## config.mk

```make
export PLATFORM = sky130hd
export DESIGN_NAME = gtm_top
export DESIGN_NICKNAME = d
export VERILOG_FILES = /design/src/gtm_pkg.sv /design/src/gtm_prescale.sv /design/src/gtm_half.sv /design/src/gtm_top.sv
export VERILOG_INCLUDE_DIRS = /design/src
export SDC_FILE = /design/constraint.sdc
export NUM_CORES = 1
export LEC_CHECK = 0
export ABC_AREA = 0
export BUFFER_PORTS_ARGS = -buffer_cell sky130_fd_sc_hd__buf_2
export CORE_MARGIN = 2
export CORE_UTILIZATION = 40
export CTS_CLUSTER_DIAMETER = 60
export CTS_CLUSTER_SIZE = 24
export DETAILED_ROUTE_END_ITERATION = 12
export PLACE_DENSITY = 0.65
export SLEW_MARGIN = 20
export SYNTH_ARGS = -nofsm -noshare
export SYNTH_HDL_FRONTEND = slang
export SYNTH_SLANG_ARGS = --single-unit
```

## constraint.sdc

```tcl
create_clock -name clock -period 6.2 [get_ports clock]
set_input_delay 0.62 -clock clock [delete_from_list [all_inputs] [get_ports clock]]
set_output_delay 0.62 -clock clock [all_outputs]
set_load 0.01 [all_outputs]
```

## src/gtm_map.svh

```systemverilog
// gtm_map.svh: register offsets, field positions, reset values of the timer
// assumes: byte addresses on an 8-bit register port, 32-bit data
`ifndef GTM_MAP_SVH
`define GTM_MAP_SVH
// ----------------------------------------------------------------------
// register offsets
// ----------------------------------------------------------------------
`define GTM_OFF_CFG 8'h00
`define GTM_OFF_CTL 8'h04
`define GTM_OFF_LOAD_A 8'h08
`define GTM_OFF_LOAD_B 8'h0C
`define GTM_OFF_MATCH_A 8'h10
`define GTM_OFF_MATCH_B 8'h14
`define GTM_OFF_PRE_A 8'h18
`define GTM_OFF_PRE_B 8'h1C
`define GTM_OFF_VAL_A 8'h20
`define GTM_OFF_VAL_B 8'h24
`define GTM_OFF_RIS 8'h28
`define GTM_OFF_IMR 8'h2C
`define GTM_OFF_MIS 8'h30
`define GTM_OFF_LOAD_BOTH 8'h34
`define GTM_OFF_MATCH_BOTH 8'h38
`define GTM_OFF_PRE_BOTH 8'h3C
// ----------------------------------------------------------------------
// control field positions
// ----------------------------------------------------------------------
`define GTM_CTL_A_EN 0
`define GTM_CTL_B_EN 1
`define GTM_CTL_A_STALL 2
`define GTM_CTL_B_STALL 3
`define GTM_CTL_RTC_EN 4
`define GTM_CTL_A_PWM 5
`define GTM_CTL_B_PWM 6
// ----------------------------------------------------------------------
// interrupt field positions
// ----------------------------------------------------------------------
`define GTM_INT_A_TIMEOUT 0
`define GTM_INT_A_MATCH 1
`define GTM_INT_B_TIMEOUT 2
`define GTM_INT_B_MATCH 3
`define GTM_INT_RTC_MATCH 4
// ----------------------------------------------------------------------
// reset values and 16-bit half mask
// ----------------------------------------------------------------------
`define GTM_RST_LOAD 32'h0000_0000
`define GTM_RST_MATCH 32'h0000_0000
`define GTM_RST_PRE 8'h00
`define GTM_RST_INT 5'h00
`define GTM_HALF_MASK 32'h0000_FFFF
`endif

```

## src/gtm_pkg.sv

```systemverilog
// gtm_pkg.sv: types shared by the timer modules
// assumes: nothing beyond a SystemVerilog compiler
package gtm_pkg;
   typedef enum logic [1:0] {GTM_CFG_32, GTM_CFG_RTC, GTM_CFG_16} gtm_cfg_t;

   typedef struct packed {
      logic run;
      logic wide;
      logic rtc;
      logic pwm;
      logic load_wr;
   } gtm_half_ctl_t;

   typedef struct packed {
      logic [31:0] count;
      logic timeout;
      logic match;
      logic pwm_out;
   } gtm_half_st_t;

   typedef struct packed {
      logic [7:0] cnt;
   } gtm_pre_st_t;

   typedef struct packed {
      gtm_cfg_t cfg;
      logic [6:0] ctl;
      logic [31:0] load_a;
      logic [15:0] load_b;
      logic [31:0] match_a;
      logic [15:0] match_b;
      logic [7:0] pre_a;
      logic [7:0] pre_b;
      logic ld_a;
      logic ld_b;
      logic [4:0] ris;
      logic [4:0] imr;
      logic [31:0] rdata;
      logic irq;
   } gtm_top_st_t;
endpackage : gtm_pkg

```

## src/gtm_prescale.sv

```systemverilog
// gtm_prescale.sv: 8-bit input clock prescaler of one timer half
// assumes: run and bypass come from logic on the same clock
`timescale 1ns/10ps
module gtm_prescale (
   // clock and reset
   input wire logic clock,
   input wire logic rst_n,
   input wire logic ce,
   // control
   input wire logic run,
   input wire logic bypass,
   input wire logic [7:0] pre,
   // count enable to the half
   output logic tick
);
   gtm_pkg::gtm_pre_st_t st;
   gtm_pkg::gtm_pre_st_t next_st;

   always_comb begin
      next_st = st;
      tick = run && (bypass || st.cnt == pre);
      if (!run || bypass) begin
         next_st.cnt = 8'h00;
      end else if (st.cnt == pre) begin
         next_st.cnt = 8'h00;
      end else begin
         next_st.cnt = st.cnt + 8'h01;
      end
   end

   always_ff @(posedge clock or negedge rst_n) begin
      if (!rst_n) begin
         st <= '0;
      end else if (ce) begin
         st <= next_st;
      end
   end
endmodule : gtm_prescale

```

## src/gtm_half.sv

```systemverilog
// gtm_half.sv: counter of one timer half, 16-bit or joined 32-bit, or RTC
// assumes: control comes from the register file on the same clock
`timescale 1ns/10ps
`include "gtm_map.svh"
module gtm_half (
   // clock and reset
   input wire logic clock,
   input wire logic rst_n,
   input wire logic ce,
   // control
   input wire gtm_pkg::gtm_half_ctl_t ctl,
   input wire logic tick,
   input wire logic [31:0] load_val,
   input wire logic [31:0] match_val,
   // state
   output gtm_pkg::gtm_half_st_t st
);
   gtm_pkg::gtm_half_st_t next_st;
   logic [31:0] mask;
   logic [31:0] dec;

   always_comb begin
      mask = ctl.wide ? 32'hFFFF_FFFF : `GTM_HALF_MASK;
      dec = (st.count - 32'h0000_0001) & mask;
      next_st = st;
      next_st.timeout = 1'b0;
      next_st.match = 1'b0;
      if (ctl.load_wr) begin
         next_st.count = load_val & mask;
      end else if (ctl.run && tick) begin
         if (ctl.rtc) begin
            next_st.count = st.count + 32'h0000_0001;
            next_st.match = (st.count + 32'h0000_0001) == match_val;
         end else if (st.count == 32'h0000_0000) begin
            next_st.count = load_val & mask;
            next_st.timeout = 1'b1;
         end else begin
            next_st.count = dec;
            next_st.match = dec == (match_val & mask);
         end
      end
      next_st.pwm_out = ctl.pwm && (st.count > (match_val & mask));
   end

   always_ff @(posedge clock or negedge rst_n) begin
      if (!rst_n) begin
         st <= '0;
      end else if (ce) begin
         st <= next_st;
      end
   end
endmodule : gtm_half

```

## src/gtm_top.sv

```systemverilog
// gtm_top.sv: general timer with halves a and b, joined 32-bit, RTC, PWM
// assumes: register port master and debug halt on the same clock
//
// Operation
// - count reaching match raises match interrupt
// - match value sets half's PWM duty cycle in 16-bit mode
// - prescaler acts only in 16-bit modes
// - each half holds an 8-bit prescale
// - joined mode uses only half a registers
// - RTC enable starts counter only in RTC
// - clearing RTC enable stops the RTC counter
// - match values of both halves read back
// - live counter of either half readable
// - match and prescale writable a, b, both
// - prescale values of both halves read back
// - new load goes into counter immediately
// - stall enable halts half during debug
// - enable gates interrupt; raw status readable
`timescale 1ns/10ps
`include "gtm_map.svh"
module gtm_top (
   // clock and reset
   input wire logic clock,
   input wire logic rst_n,
   input wire logic ce,
   // register port
   input wire logic [7:0] addr,
   input wire logic [31:0] wdata,
   input wire logic wr,
   input wire logic rd,
   output logic [31:0] rdata,
   // processor debug state
   input wire logic dbg_halt,
   // outputs
   output logic pwm_a,
   output logic pwm_b,
   output logic irq
);
   // ----------------------------------------------------------------------
   // state
   // ----------------------------------------------------------------------
   gtm_pkg::gtm_top_st_t st;
   gtm_pkg::gtm_top_st_t next_st;
   gtm_pkg::gtm_half_ctl_t ctl_a;
   gtm_pkg::gtm_half_ctl_t ctl_b;
   gtm_pkg::gtm_half_st_t half_a;
   gtm_pkg::gtm_half_st_t half_b;
   logic tick_a;
   logic tick_b;
   logic joined;
   logic rtc_mode;
   logic [4:0] events;
   logic w_load_a;
   logic w_load_b;
   logic w_match_a;
   logic w_match_b;
   logic w_pre_a;
   logic w_pre_b;

   // ----------------------------------------------------------------------
   // half control
   // ----------------------------------------------------------------------
   always_comb begin
      rtc_mode = st.cfg == gtm_pkg::GTM_CFG_RTC;
      joined = st.cfg == gtm_pkg::GTM_CFG_32 || rtc_mode;
      ctl_a.wide = joined;
      ctl_a.rtc = rtc_mode;
      ctl_a.pwm = st.ctl[`GTM_CTL_A_PWM] && !joined;
      ctl_a.load_wr = st.ld_a;
      ctl_a.run = (rtc_mode ? st.ctl[`GTM_CTL_RTC_EN] : st.ctl[`GTM_CTL_A_EN])
         && !(st.ctl[`GTM_CTL_A_STALL] && dbg_halt);
      ctl_b.wide = 1'b0;
      ctl_b.rtc = 1'b0;
      ctl_b.pwm = st.ctl[`GTM_CTL_B_PWM] && !joined;
      ctl_b.load_wr = st.ld_b && !joined;
      ctl_b.run = !joined && st.ctl[`GTM_CTL_B_EN]
         && !(st.ctl[`GTM_CTL_B_STALL] && dbg_halt);
   end

   gtm_prescale u_pre_a (
      .clock(clock),
      .rst_n(rst_n),
      .ce(ce),
      .run(ctl_a.run),
      .bypass(joined),
      .pre(st.pre_a),
      .tick(tick_a)
   );

   gtm_prescale u_pre_b (
      .clock(clock),
      .rst_n(rst_n),
      .ce(ce),
      .run(ctl_b.run),
      .bypass(1'b0),
      .pre(st.pre_b),
      .tick(tick_b)
   );

   gtm_half u_half_a (
      .clock(clock),
      .rst_n(rst_n),
      .ce(ce),
      .ctl(ctl_a),
      .tick(tick_a),
      .load_val(st.load_a),
      .match_val(st.match_a),
      .st(half_a)
   );

   gtm_half u_half_b (
      .clock(clock),
      .rst_n(rst_n),
      .ce(ce),
      .ctl(ctl_b),
      .tick(tick_b),
      .load_val({16'h0000, st.load_b}),
      .match_val({16'h0000, st.match_b}),
      .st(half_b)
   );

   // ----------------------------------------------------------------------
   // register writes, interrupts and read port
   // ----------------------------------------------------------------------
   always_comb begin
      next_st = st;
      w_load_a = wr && (addr == `GTM_OFF_LOAD_A || addr == `GTM_OFF_LOAD_BOTH);
      w_load_b = wr && (addr == `GTM_OFF_LOAD_B || addr == `GTM_OFF_LOAD_BOTH);
      w_match_a = wr && (addr == `GTM_OFF_MATCH_A || addr == `GTM_OFF_MATCH_BOTH);
      w_match_b = wr && (addr == `GTM_OFF_MATCH_B || addr == `GTM_OFF_MATCH_BOTH);
      w_pre_a = wr && (addr == `GTM_OFF_PRE_A || addr == `GTM_OFF_PRE_BOTH);
      w_pre_b = wr && (addr == `GTM_OFF_PRE_B || addr == `GTM_OFF_PRE_BOTH);
      next_st.ld_a = w_load_a;
      next_st.ld_b = w_load_b;
      if (w_load_a) begin
         next_st.load_a = wdata;
      end
      if (w_load_b) begin
         next_st.load_b = wdata[15:0];
      end
      if (w_match_a) begin
         next_st.match_a = wdata;
      end
      if (w_match_b) begin
         next_st.match_b = wdata[15:0];
      end
      if (w_pre_a) begin
         next_st.pre_a = wdata[7:0];
      end
      if (w_pre_b) begin
         next_st.pre_b = wdata[7:0];
      end
      if (wr && addr == `GTM_OFF_CFG) begin
         case (wdata[1:0])
            2'h0: next_st.cfg = gtm_pkg::GTM_CFG_32;
            2'h1: next_st.cfg = gtm_pkg::GTM_CFG_RTC;
            default: next_st.cfg = gtm_pkg::GTM_CFG_16;
         endcase
      end
      if (wr && addr == `GTM_OFF_CTL) begin
         next_st.ctl = wdata[6:0];
         // enable is taken only in RTC mode, a clear always stops it
         next_st.ctl[`GTM_CTL_RTC_EN] = wdata[`GTM_CTL_RTC_EN]
            && (rtc_mode || st.ctl[`GTM_CTL_RTC_EN]);
      end
      if (wr && addr == `GTM_OFF_IMR) begin
         next_st.imr = wdata[4:0];
      end
      // events: set wins over a write-one clear in the same cycle
      events = 5'h00;
      events[`GTM_INT_A_TIMEOUT] = half_a.timeout;
      events[`GTM_INT_A_MATCH] = half_a.match && !rtc_mode;
      events[`GTM_INT_B_TIMEOUT] = half_b.timeout;
      events[`GTM_INT_B_MATCH] = half_b.match;
      events[`GTM_INT_RTC_MATCH] = half_a.match && rtc_mode;
      if (wr && addr == `GTM_OFF_RIS) begin
         next_st.ris = st.ris & ~wdata[4:0];
      end
      next_st.ris = next_st.ris | events;
      next_st.irq = |(next_st.ris & next_st.imr);
      next_st.rdata = 32'h0000_0000;
      if (rd) begin
         case (addr)
            `GTM_OFF_CFG: next_st.rdata = {30'h0000_0000, st.cfg};
            `GTM_OFF_CTL: next_st.rdata = {25'h000_0000, st.ctl};
            `GTM_OFF_LOAD_A: next_st.rdata = st.load_a;
            `GTM_OFF_LOAD_B: next_st.rdata = {16'h0000, st.load_b};
            `GTM_OFF_MATCH_A: next_st.rdata = st.match_a;
            `GTM_OFF_MATCH_B: next_st.rdata = {16'h0000, st.match_b};
            `GTM_OFF_PRE_A: next_st.rdata = {24'h00_0000, st.pre_a};
            `GTM_OFF_PRE_B: next_st.rdata = {24'h00_0000, st.pre_b};
            `GTM_OFF_VAL_A: next_st.rdata = half_a.count;
            `GTM_OFF_VAL_B: next_st.rdata = half_b.count;
            `GTM_OFF_RIS: next_st.rdata = {27'h000_0000, st.ris};
            `GTM_OFF_IMR: next_st.rdata = {27'h000_0000, st.imr};
            `GTM_OFF_MIS: next_st.rdata = {27'h000_0000, st.ris & st.imr};
            default: next_st.rdata = 32'h0000_0000;
         endcase
      end
   end

   always_ff @(posedge clock or negedge rst_n) begin
      if (!rst_n) begin
         st.cfg <= gtm_pkg::GTM_CFG_32;
         st.ctl <= 7'h00;
         st.load_a <= `GTM_RST_LOAD;
         st.load_b <= 16'h0000;
         st.match_a <= `GTM_RST_MATCH;
         st.match_b <= 16'h0000;
         st.pre_a <= `GTM_RST_PRE;
         st.pre_b <= `GTM_RST_PRE;
         st.ld_a <= 1'b0;
         st.ld_b <= 1'b0;
         st.ris <= `GTM_RST_INT;
         st.imr <= `GTM_RST_INT;
         st.rdata <= 32'h0000_0000;
         st.irq <= 1'b0;
      end else if (ce) begin
         st <= next_st;
      end
   end

   // ----------------------------------------------------------------------
   // outputs
   // ----------------------------------------------------------------------
   assign rdata = st.rdata;
   assign irq = st.irq;
   assign pwm_a = half_a.pwm_out;
   assign pwm_b = half_b.pwm_out;
endmodule : gtm_top

```

# Word level (Yosys, flattened, before mapping)
# Index checks and enable logic that the tools add are counted.
# Widths: inputs -> output; s select.
[word_totals] elab_cells=147 register_bits=252 out_inout_bits=35 inputBits=46
[classes] order_cmp=2 eq_ne=22 bitwise_logic=8 reduce_logical=60 n_mux=26 n_addsub=5
[op_table] op="$pmux 32 s13" n=1
[op_table] op="$mux 32" n=6
[op_table] op="$and 32x32->32" n=3
[op_table] op="$mux 34" n=2
[op_table] op="$eq 32x32->1" n=2
[op_table] op="$eq 8x6->1 const B" n=8
[op_table] op="$logic_not 32->1" n=2
[op_table] op="$add 32x1->32 const B" n=1
[op_table] op="$eq 8x5->1 const B" n=4
[op_table] op="$gt 32x16->1" n=1
[op_table] op="$gt 32x32->1" n=1
[op_table] op="$mux 8" n=4
[op_table] op="$sub 32x1->32 const B" n=1
[op_table] op="$logic_and 1x1->1" n=27
[op_table] op="$reduce_and 2->1" n=10
[op_table] op="$add 8x1->8 const B" n=2
[op_table] op="$eq 16x16->1" n=1
[op_table] op="$eq 8x4->1 const B" n=2
[op_table] op="$eq 8x8->1" n=2
[op_table] op="$mux 16" n=1
[op_table] op="$sub 16x1->16 const B" n=1
[op_table] op="$and 5x5->5" n=3
[op_table] op="$logic_or 1x1->1" n=10
[op_table] op="$mux 5" n=2
[op_table] op="12 further kinds" n=26

# Depth between registers and ports, before layout
# Gate-level depths: netlist of run 1.
[depth] depth_word=9 mapped_depth=14 ltp_nobuf=11

# By module
# Synthesis of run 1 repeated with hierarchy kept, for this count alone.
[hier_totals] cells_unflattened=2468 area_unflattened_um2=21086.5
[by_module_without_submodules] mod="gtm_top" area_per_inst_um2=8279.2 seq_area_each_um2=4154.0 n_inst=1 cells_per_inst=701
[by_module_without_submodules] mod="gtm_half at u_half_b" area_per_inst_um2=5903.2 seq_area_each_um2=875.8 n_inst=1 cells_per_inst=826
[by_module_without_submodules] mod="gtm_half at u_half_a" area_per_inst_um2=5875.6 seq_area_each_um2=875.8 n_inst=1 cells_per_inst=833
[by_module_without_submodules] mod="gtm_prescale" area_per_inst_um2=514.2 seq_area_each_um2=200.2 n_inst=2 cells_per_inst=54

# Least setup slack after synthesis of run 1
# Ideal clock, no wire load.
[synth_timing] path_kind="register -> register" from="register u_half_a.st[4] in the netlist's numbering" to="register u_half_a.st[1] in the netlist's numbering" setup_slack_ns=3.204 t_arrival_ns=2.901 t_required_ns=6.105 path_buffers=1 setup_ns=0.095 synth_period_minus_slack_ns=2.996 path_stages_with_launch=13 cell_sequence="dfrtp_1 buf_4 inv_1 ha_1 nor3b_1 nand3_1 or4_1 xor2_1 mux2i_1 nand4_1 nor4_1 a31oi_1 o31ai_1"
[synth_via] elab_chain_cells=7 word_cells_on_any_way=10 cone_classes="add/sub (2); eq/ne (2); mux (4); bitwise (1); reduce/logical (1)"
[synth_lines] element="start: declaration" line="gtm_half.sv:16" text="output gtm_pkg::gtm_half_st_t st"
[synth_lines] element="start signal: assignment" line="gtm_half.sv:49" text="st <= next_st;"
[synth_lines] element="$sub 32x1->32" line="gtm_half.sv:24" text="dec = (st.count - 32'h0000_0001) & mask;"
[synth_lines] element="$and 32x32->32" line="gtm_half.sv:24"
[synth_lines] element="$eq 32x32->1" line="gtm_half.sv:39" text="next_st.match = dec == (match_val & mask);"
[synth_lines] element="$mux 1" line="gtm_half.sv:34" text="end else if (st.count == 32'h0000_0000) begin"
[synth_lines] element="$mux 1 (*)" line="gtm_half.sv:31" text="if (ctl.rtc) begin"
[synth_lines] element="$mux 34 (*)" line="gtm_half.sv:30" text="end else if (ctl.run && tick) begin"
[synth_lines] element="$mux 2 (*)" line="gtm_half.sv:28" text="if (ctl.load_wr) begin"
# Every way passes the cells marked *; elsewhere a longest branch is shown, timed or not. The select of a mux whose other input is x is not followed.
# A chain may end at the register's enable or synchronous reset.

# Final worst setup path of run 1
[layout_timing] from="register u_half_a.st[3] in the netlist's numbering" to="register u_half_a.st[1] in the netlist's numbering"
# The elaborated chain is that of the path after synthesis.

==> results.cfg, run 1 <==
[critical_path]
path_delay_family = simple AND/OR/NAND/NOR gates
rr_worst_depth = 11
r2r_end = u_half_a.st[1]
crit_fanout = 9
cpMaxStageDelayCell = nor3b_1
worst_ep_arrival_time_ps = 4310
critPathMaxStageDelay_ps = 730
path_depth = 11
crit_required_ps = 6650
critPathBufInv = 1
start_kind = flop
critPathKind = reg2reg
r2r-start = u_half_a.st[3]
r2r_slack_ps = 2340
critPathCaptureType = flop
path_cells = inv_1 > ha_1 > nor3b_1 > nand3_1 > or4_1 > xor2_1 > mux2i_1 > nand4_1 > nor4_1 > a31oi_1 > o31ai_1

[placement]
gp_congestion = 0.964
dpl.hpwl_mm = 37.8
port_buffers = 80
dp_slack_ps = 2540

[global_route]
grt.total_usage = 0.253
grt_pass1_wl_mm = 83.2
antenna_found_initial = 0
grt_pass1_vias = 13800
grt_remaining_overflow = 0
grt_max_degree = 172

[sta]
period_share = 0.623
rsz0062_at_grt = no
setup_viol = 0
hold_viol = 0
finalSetupTns_ps = 0
finalClockSkew_ps = 46.0
worstMarginPinSlew_ps = 1080
report.final.slew_viol_count = 0
min_period_ps = 3860
fin_ws_ps = 2340
whs_ps = 10.0
relSlewSlack = 0.280
fmax_mhz = 259

[yosys]
syn_nets = 1918
yosys_warnings = 0
synth_edf_count = 0
synthArstFlopShare = 1.00
syn_avg_cell_area_um2 = 8.93
synth-main-ff-cell = dfrtp_1
yosysSeqAreaShare = 0.364
synthCells = 1818
syn_area_um2 = 16200
synth.distinct_cells = 86
synth-seq-cells = 236

[floorplan]
ioPinCount = 81
die-width_um = 205
rows = 73
core_area_um2 = 39900
die_h_um = 205
dieArea_um2 = 42200
start_util = 0.407

[final_layout]
regArea_um2 = 5910
multiInputGateArea_um2 = 9270
n_fill_cell = 3882
final_nets = 1884
drive_gt1_frac = 0.151
syn2layout_area_growth_pct = 7.62
diodes = 0

[clock_tree]
clk_pin_slew_ps = 80
root_buffer = clkbuf_16
cts_max_path_buffers = 3
h-tree-depth = 1
clock_sinks = 236
cts_tree = yes
worstSkewPairLatency_ps = 590
ctsHoldBuffers = 0
cts_made_buffers = 24
post_cts_buffers = 0
cts_resized = 0

[pwr]
post-layout-total-power_mw = 4.29
power_density_nw_per_um2 = 245
combPwrFrac = 0.220
ir_worst_vdd_mv = 0.222
internal_power_mw = 2.77
pwr-share-clk = 0.358
power_frac_seq = 0.423
leakage_nw = 7.49
switching_share = 0.354
p_switching_mw = 1.52

[flow_run]
cap_violations = 0

[outcome]
status = finished, final reports clean

[drt]
avgViaCountPerCell = 6.17
wl_mm = 53.4
post_drt_wl_per_cell_um = 23.0
first_iter_violations = 1574
antenna_left = 0
dr_total_vias = 14300
drc_errors = 0
drtPass1Iterations = 6

[worst_hold_path]
hp-class = in2async
-- cell families (layout without fill, tap and decap cells) --
| logic type | after synthesis | after routing | synth area share |
|---|---|---|---|
| fa+ha+maj | 54 | 54 | 0.0416 |
| buf+inv | 212 | 196 | 0.0680 |
| simple gates | 592 | 592 | 0.180 |
| xor+xnor | 135 | 135 | 0.0738 |
| mux | 106 | 106 | 0.0728 |
| flops | 236 | 236 | 0.364 |
| compound gates | 483 | 483 | 0.200 |
-- cell type report --
type | count | share of cell area
Clock buffer | 25 | 0.0352
Clock inverter | 19 | 0.0122
Inverter | 47 | 0.0101
Multi-Input combinational cell | 1370 | 0.531
Sequential cell | 236 | 0.338
Tap cell | 525 | 0.0376
Timing Repair Buffer | 105 | 0.0361
-- flip-flops by register name (all words and copies together) (netlist names) --
name	flops
st	132
ctl_a	1
irq	1
u_pre_b.st	8
rdata	32
u_half_b.st	19
u_pre_a.st	8
u_half_a.st	35
-- power by group through the flow --
stage / Combinational, mW / Sequential, mW / Clock [mW]
floorplan: 0.757 / 1.71 / 0
global placement: 0.917 / 1.83 / 0
detailed placement: 0.924 / 1.83 / 0
CTS: 0.932 / 1.80 / 1.56
global route: 1.04 / 1.83 / 1.62
finish: 0.942 / 1.81 / 1.53
-- cells in the mapped netlist, types with 36 or more instances --
cell type | instances | share of area
nor3_1 | 39 | 0.012
clkbuf_1 | 104 | 0.024
a22oi_1 | 43 | 0.020
ha_1 | 54 | 0.042
dfrtp_1 | 236 | 0.36
nor2_1 | 145 | 0.034
o21ai_0 | 119 | 0.037
o2bb2ai_1 | 37 | 0.020
a21oi_1 | 98 | 0.030
xnor2_1 | 80 | 0.043
inv_1 | 47 | 0.011
xor2_1 | 54 | 0.029
nand2_1 | 167 | 0.039
mux2_2 | 92 | 0.064
nand3_1 | 59 | 0.018
buf_4 | 36 | 0.017
-- how the worst max path moves through the flow --
stage	start	endpoint
floorplan	u_half_a.st[4]	u_half_a.st[1]
global placement	u_half_a.st[3]	u_half_a.st[1]
detailed placement	u_half_a.st[3]	u_half_a.st[1]
CTS	u_half_a.st[3]	u_half_a.st[1]
global route	u_half_a.st[3]	u_half_a.st[1]
finish	u_half_a.st[3]	u_half_a.st[1]
-- per-layer routing --
layer | vias up | GRT usage | share of wire
met5 | - | 0 | 0
met1 | 7041 | 0.358 | 0.44
li1 | 6549 | - | -
met2 | 632 | 0.399 | 0.45
met3 | 125 | 0.0353 | 0.070
met4 | 0 | 0.0850 | 0.036
-- layout by cell type (no fill, tap or decap), drive strengths merged, types with 26 or more instances in the layout --
master,n
nor4,26
o2bb2ai,37
xor2,54
dfrtp,236
buf,105
a21oi,98
nand3,61
o21ai,120
nor2,145
ha,54
xnor2,80
mux2,93
a22oi,44
inv,56
nor3,40
nand2,168
nand4,35
nand2b,29
-- through the flow --
| stage | utilization | area [um^2] | instances |
|---|---|---|---|
| floorplan | - | 16200 | 1818 |
| global placement | 0.416 | 16600 | 2282 |
| detailed placement | 0.416 | 16600 | 2282 |
| CTS | 0.437 | 17400 | 2326 |
| global route | 0.438 | 17500 | 2327 |
| finish | 0.438 | 17500 | 2327 |
(Power assumes the default switching activity.)
==> inputs of run 2 (changes only) <==
==> constraint.sdc (replaced) <==
create_clock -name clock -period 3.7 [get_ports clock]
set_input_delay 0.37 -clock clock [delete_from_list [all_inputs] [get_ports clock]]
set_output_delay 0.37 -clock clock [all_outputs]
set_load 0.01 [all_outputs]
==> results.cfg, run 2 (synthesis gave the netlist of run 1 again) <==
[sta]
setup_viol = 0
worstMarginPinSlew_ps = 950
min_period_ps = 3430
finalClockSkew_ps = 35.7
finalSetupTns_ps = 0
hold_viol = 0
fmax_mhz = 292
report.final.slew_viol_count = 0
rsz0062_at_grt = no
period_share = 0.927
relSlewSlack = 0.365

[global_route]
grt_busiest_layer = met2
grtUsageMet3 = 0.0279
grt_max_degree = 104
use_met1 = 0.368
grt_pass1_wl_mm = 86.6
use_met2 = 0.429
antenna_found_initial = 0
grt.total_usage = 0.265
grt_remaining_overflow = 0
grt_pass1_vias = 14300

[clock_tree]
clk_pin_slew_ps = 80
clock_sinks = 236
worstSkewPairLatency_ps = 580
root_buffer = clkbuf_16
h-tree-depth = 1
post_cts_buffers = 0
cts_made_buffers = 24
cts_tree = yes
cts_max_path_buffers = 3

[pwr]
power_density_nw_per_um2 = 410
combPwrFrac = 0.240
switching_share = 0.349
leakage_nw = 7.77
power_frac_seq = 0.405
ir_worst_vdd_mv = 0.331
p_switching_mw = 2.56
internal_power_mw = 4.78
pwr-share-clk = 0.355

[critical_path]
crit_fanout = 9
r2r-start = u_half_a.st[3]
r2r_slack_ps = 270
rr_worst_depth = 11
r2r_end = u_half_a.st[1]
worst_ep_arrival_time_ps = 3900
critPathKind = reg2reg
start_kind = flop
crit_required_ps = 4170
critPathCaptureType = flop

[worst_hold_path]
holdPathEnd = st[100]
holdPathStages = 3
worstHoldStart = wdata[23]
hp-class = in2reg

[drt]
drc_errors = 0
first_iter_violations = 1404
dr_total_vias = 14700
antenna_left = 0
drtPass1Iterations = 6
post_drt_wl_per_cell_um = 23.4
wl_mm = 55.6
avgViaCountPerCell = 6.16

[final_layout]
final_common_cell = dfrtp_1
layout_common_cells = 236 x dfrtp_1, 167 x nand2_1, 141 x nor2_1, 119 x o21ai_0, 96 x a21oi_1
largestRegisters = st: 132 flops, u_half_a.st: 35 flops, rdata: 32 flops
syn2layout_area_growth_pct = 10.3
n_fill_cell = 3904
largest_reg_flops = 132
diodes = 0
regMostFlops = st
fin_cells = 2380
final_nets = 1938
drive_gt1_frac = 0.174

[floorplan]
ioPinCount = 81
core_area_um2 = 39900
die-width_um = 205
dieArea_um2 = 42200
start_util = 0.407
rows = 73
die_h_um = 205

[placement]
gp_congestion = 0.979
dpl.hpwl_mm = 40.6
port_buffers = 80
dp.cells = 2335

[outcome]
status = finished, final reports clean

[flow_run]
cap_violations = 0
## run 2: changes by cell type in the layout (fill, tap and decap cells not counted), sizes merged
| cell | previous run | this run |
|---|---|---|
| clkinvlp | 0 | 2 |
| inv | 56 | 57 |
| buf | 105 | 158 |
| clkinv | 10 | 2 |
| dlygate4sd3 | 0 | 1 |
| clkbuf | 25 | 28 |
| bufinv | 0 | 1 |
## run 2: repair_timing
| item | 4_1_cts | 5_1_grt |
|---|---|---|
| gates resized for setup | 0 | 2 |
| endpoints found under the hold margin | 101 | 0 |
| hold buffers | 1 | 0 |
| endpoints found under the setup margin | 0 | 1 |
## run 2: worst max-delay path by stage
stage,startpoint,depth (start not counted),to
6_report,u_half_a.st[3],11,u_half_a.st[1]
5_1_grt,u_half_a.st[9],9,u_half_a.st[1]
4_1_cts,u_half_a.st[3],12,u_half_a.st[1]
3_5_place_dp,u_half_a.st[3],12,u_half_a.st[1]
3_3_place_gp,u_half_a.st[3],10,u_half_a.st[1]
2_1_floorplan,u_half_a.st[4],12,u_half_a.st[1]
## run 2: power groups by stage
stage / logic [mW] / registers, mW / clock network [mW]
floorplan: 1.27 / 2.87 / 0
global placement: 1.71 / 3.01 / 0
detailed placement: 1.73 / 3.01 / 0
CTS: 1.74 / 2.96 / 2.67
global route: 1.94 / 2.99 / 2.77
finish: 1.76 / 2.97 / 2.61
## run 2: final cells by class
class	instances	area [um^2]	share of cell area
Timing Repair Buffer	159	1050	0.0587
Clock buffer	28	636	0.0355
Clock inverter	15	194	0.0108
Multi-Input combinational cell	1370	9280	0.518
Inverter	47	176	0.00986
Sequential cell	236	5910	0.330
Tap cell	525	657	0.0367
## run 2: metrics by stage
stage | power (mW) | setup WS (ps) | hold slack, ps | util | instance area, um^2
final | 7.34 | 270 | 39.0 | 0.448 | 17900
after global routing | 7.70 | 3.40 | 45.2 | 0.448 | 17900
after CTS | 7.37 | 297 | 20.6 | 0.447 | 17900
after detailed placement | 4.74 | 339 | 468 | 0.426 | 17000
after global placement | 4.72 | 432 | 464 | 0.426 | 17000
after floorplan | 4.14 | 704 | 74.4 | - | 16200
## run 2: per-layer routing
| layer | wire, um | part of all wire | vias up |
|---|---|---|---|
| li1 | - | - | 6665 |
| met1 | 24100 | 0.43 | 7281 |
| met2 | 25600 | 0.46 | 606 |
| met3 | 3780 | 0.068 | 114 |
| met4 | 2070 | 0.037 | 0 |
| met5 | 0 | 0 | - |
## run 2: critical path, cell delays in order (launching register included)
cell     delay (ps)
dfrtp_1         500
ha_1            310
nand3_1         180
buf_4           230
nor4_1          610
nand3_1         190
xnor2_1         270
xor2_1          100
nor4_1          340
o21ai_0         180
o31a_1          320
o31ai_1          60
==> inputs of run 3 (changes only) <==
--- a/config.mk
+++ b/config.mk
@@ -7,13 +7,15 @@
 export NUM_CORES = 1
 export LEC_CHECK = 0
 export ABC_AREA = 0
-export BUFFER_PORTS_ARGS = -buffer_cell sky130_fd_sc_hd__buf_2
+export ABC_CLOCK_PERIOD_IN_PS = 3700
+export CORE_ASPECT_RATIO = 0.9
 export CORE_MARGIN = 2
 export CORE_UTILIZATION = 40
 export CTS_CLUSTER_DIAMETER = 60
 export CTS_CLUSTER_SIZE = 24
 export DETAILED_ROUTE_END_ITERATION = 12
-export PLACE_DENSITY = 0.65
+export DONT_BUFFER_PORTS = 1
+export PLACE_DENSITY = 0.63
 export SLEW_MARGIN = 20
 export SYNTH_ARGS = -nofsm -noshare
 export SYNTH_HDL_FRONTEND = slang
==> results.cfg, run 3 (synthesis gave the netlist of run 1 again) <==
[clock_tree]
cts_max_path_buffers = 3
cts_tree = yes
post_cts_buffers = 0
h-tree-depth = 1
ctsHoldBuffers = 33
worstSkewPairLatency_ps = 560
clk_pin_slew_ps = 70
cts_made_buffers = 26
root_buffer = clkbuf_16
clock_sinks = 236

[critical_path]
r2r_end = u_half_a.st[1]
crit_required_ps = 4150
cpMaxStageDelayCell = or4_1
worst_ep_arrival_time_ps = 3890
rr_worst_depth = 11
critPathCaptureType = flop
critPathBufInv = 1
r2r-start = u_half_a.st[3]
path_common_cell = nand3_1
path_cells = ha_2 > nand3_1 > buf_4 > or4_1 > xnor2_1 > nor4_1 > nand3_1 > a2111oi_0 > nand4_1 > o31a_1 > o31ai_1
start_kind = flop
path_delay_family = simple AND/OR/NAND/NOR gates
crit_fanout = 9
r2r_slack_ps = 260
critPathMaxStageDelay_ps = 640
critPathKind = reg2reg

[final_layout]
largest_reg_flops = 132
largestRegisters = st: 132 flops, u_half_a.st: 35 flops, rdata: 32 flops
layout_common_cells = 236 x dfrtp_1, 167 x nand2_1, 141 x nor2_1, 119 x o21ai_0, 96 x a21oi_1
diodes = 0
fin_cells = 2344
n_fill_cell = 3850
regMostFlops = st
final_nets = 1892
drive_gt1_frac = 0.138
syn2layout_area_growth_pct = 10.2
final_common_cell = dfrtp_1

[drt]
wl_mm = 55.6
antenna_left = 0
drc_errors = 0
drtPass1Iterations = 9
avgViaCountPerCell = 6.21
dr_total_vias = 14600
post_drt_wl_per_cell_um = 23.7
first_iter_violations = 1691

[floorplan]
dieArea_um2 = 42200
ioPinCount = 81
die-width_um = 216
die_h_um = 195
start_util = 0.409
rows = 69
core_area_um2 = 39700

[sta]
setup_viol = 0
report.final.slew_viol_count = 0
relSlewSlack = 0.239
rsz0062_at_grt = no
whs_ps = -499
finalClockSkew_ps = 13.4
finalSetupTns_ps = 0
fmax_mhz = 290
min_period_ps = 3440
worstMarginPinSlew_ps = 1140
period_share = 0.930
hold_viol = 236

[pwr]
ir_worst_vdd_mv = 0.322
leakage_nw = 7.56
power_density_nw_per_um2 = 421

[placement]
gp_congestion = 0.967
port_buffers = 0
dp.cells = 2262
dpl.hpwl_mm = 39.6

[global_route]
grt_max_degree = 237
grt_remaining_overflow = 0
grt.total_usage = 0.262
antenna_found_initial = 0
grt_pass1_wl_mm = 86.6
grt_pass1_vias = 14100

[outcome]
violations = hold timing
status = finished with violations

[flow_run]
cap_violations = 0

[worst_hold_path]
hp-class = in2async
run 3: how the worst max path moves through the flow:
stage	startpoint	endpoint	slack, ps	cells after the start
4_1_cts	u_half_a.st[3]	u_half_a.st[1]	190	11
5_1_grt	u_half_a.st[3]	u_half_a.st[1]	6	11
3_3_place_gp	u_half_a.st[3]	u_half_a.st[1]	280	10
6_report	u_half_a.st[3]	u_half_a.st[1]	260	11
3_5_place_dp	u_half_a.st[3]	u_half_a.st[1]	210	11
2_1_floorplan	u_half_a.st[4]	u_half_a.st[1]	700	12
run 3: cell type report:
cell class / count / area [um^2] / area share
Tap cell: 532 / 666 / 0.0372
Timing Repair Buffer: 111 / 938 / 0.0524
Sequential cell: 236 / 5910 / 0.330
Inverter: 47 / 176 / 0.00986
Clock inverter: 18 / 225 / 0.0126
Clock buffer: 30 / 697 / 0.0390
Multi-Input combinational cell: 1370 / 9280 / 0.519
run 3: report_power, final:
| part | internal, mW | switching (mW) |
|---|---|---|
| Clock | 1.55 | 1.26 |
| Sequential | 2.71 | 0.240 |
| Combinational | 0.725 | 1.04 |
| Total | 4.99 | 2.54 |
run 3: through the flow:
| stage | hold WS (ps) | worst slack (ps) | area, um^2 | util | power (mW) |
|---|---|---|---|---|---|
| floorplan | 74.4 | 704 | 16200 | - | 4.14 |
| global placement | 81.5 | 283 | 16600 | 0.418 | 4.65 |
| detailed placement | 81.9 | 208 | 16600 | 0.418 | 4.65 |
| CTS | -510 | 187 | 17900 | 0.450 | 7.54 |
| global route | -522 | 5.78 | 17900 | 0.451 | 7.87 |
| finish | -499 | 258 | 17900 | 0.451 | 7.53 |
run 3: worst reg2reg max path, delay by kind of cell, from the launching register on:
family / cells / cell delay (ps)
and+or+nand+nor: 5 / 1370
xor gates and xnor gates: 1 / 190
buffers and inverters: 1 / 230
DFF: 1 / 490
adders and majority gates: 1 / 290
AOI/OAI and AO/OA: 3 / 760
run 3: what timing repair did:
item                                   4_1_cts  5_1_grt
setup endpoints to repair                    0        1
endpoints found under the hold margin      383      236
gates resized for setup                      0        5
run 3: routing by layer:
layer	up-vias	track usage	part of all wire
met1	7219	0.390	0.46
met4	0	0.0619	0.023
met3	85	0.0531	0.094
li1	6575	-	-
met2	681	0.387	0.43
met5	-	0	0
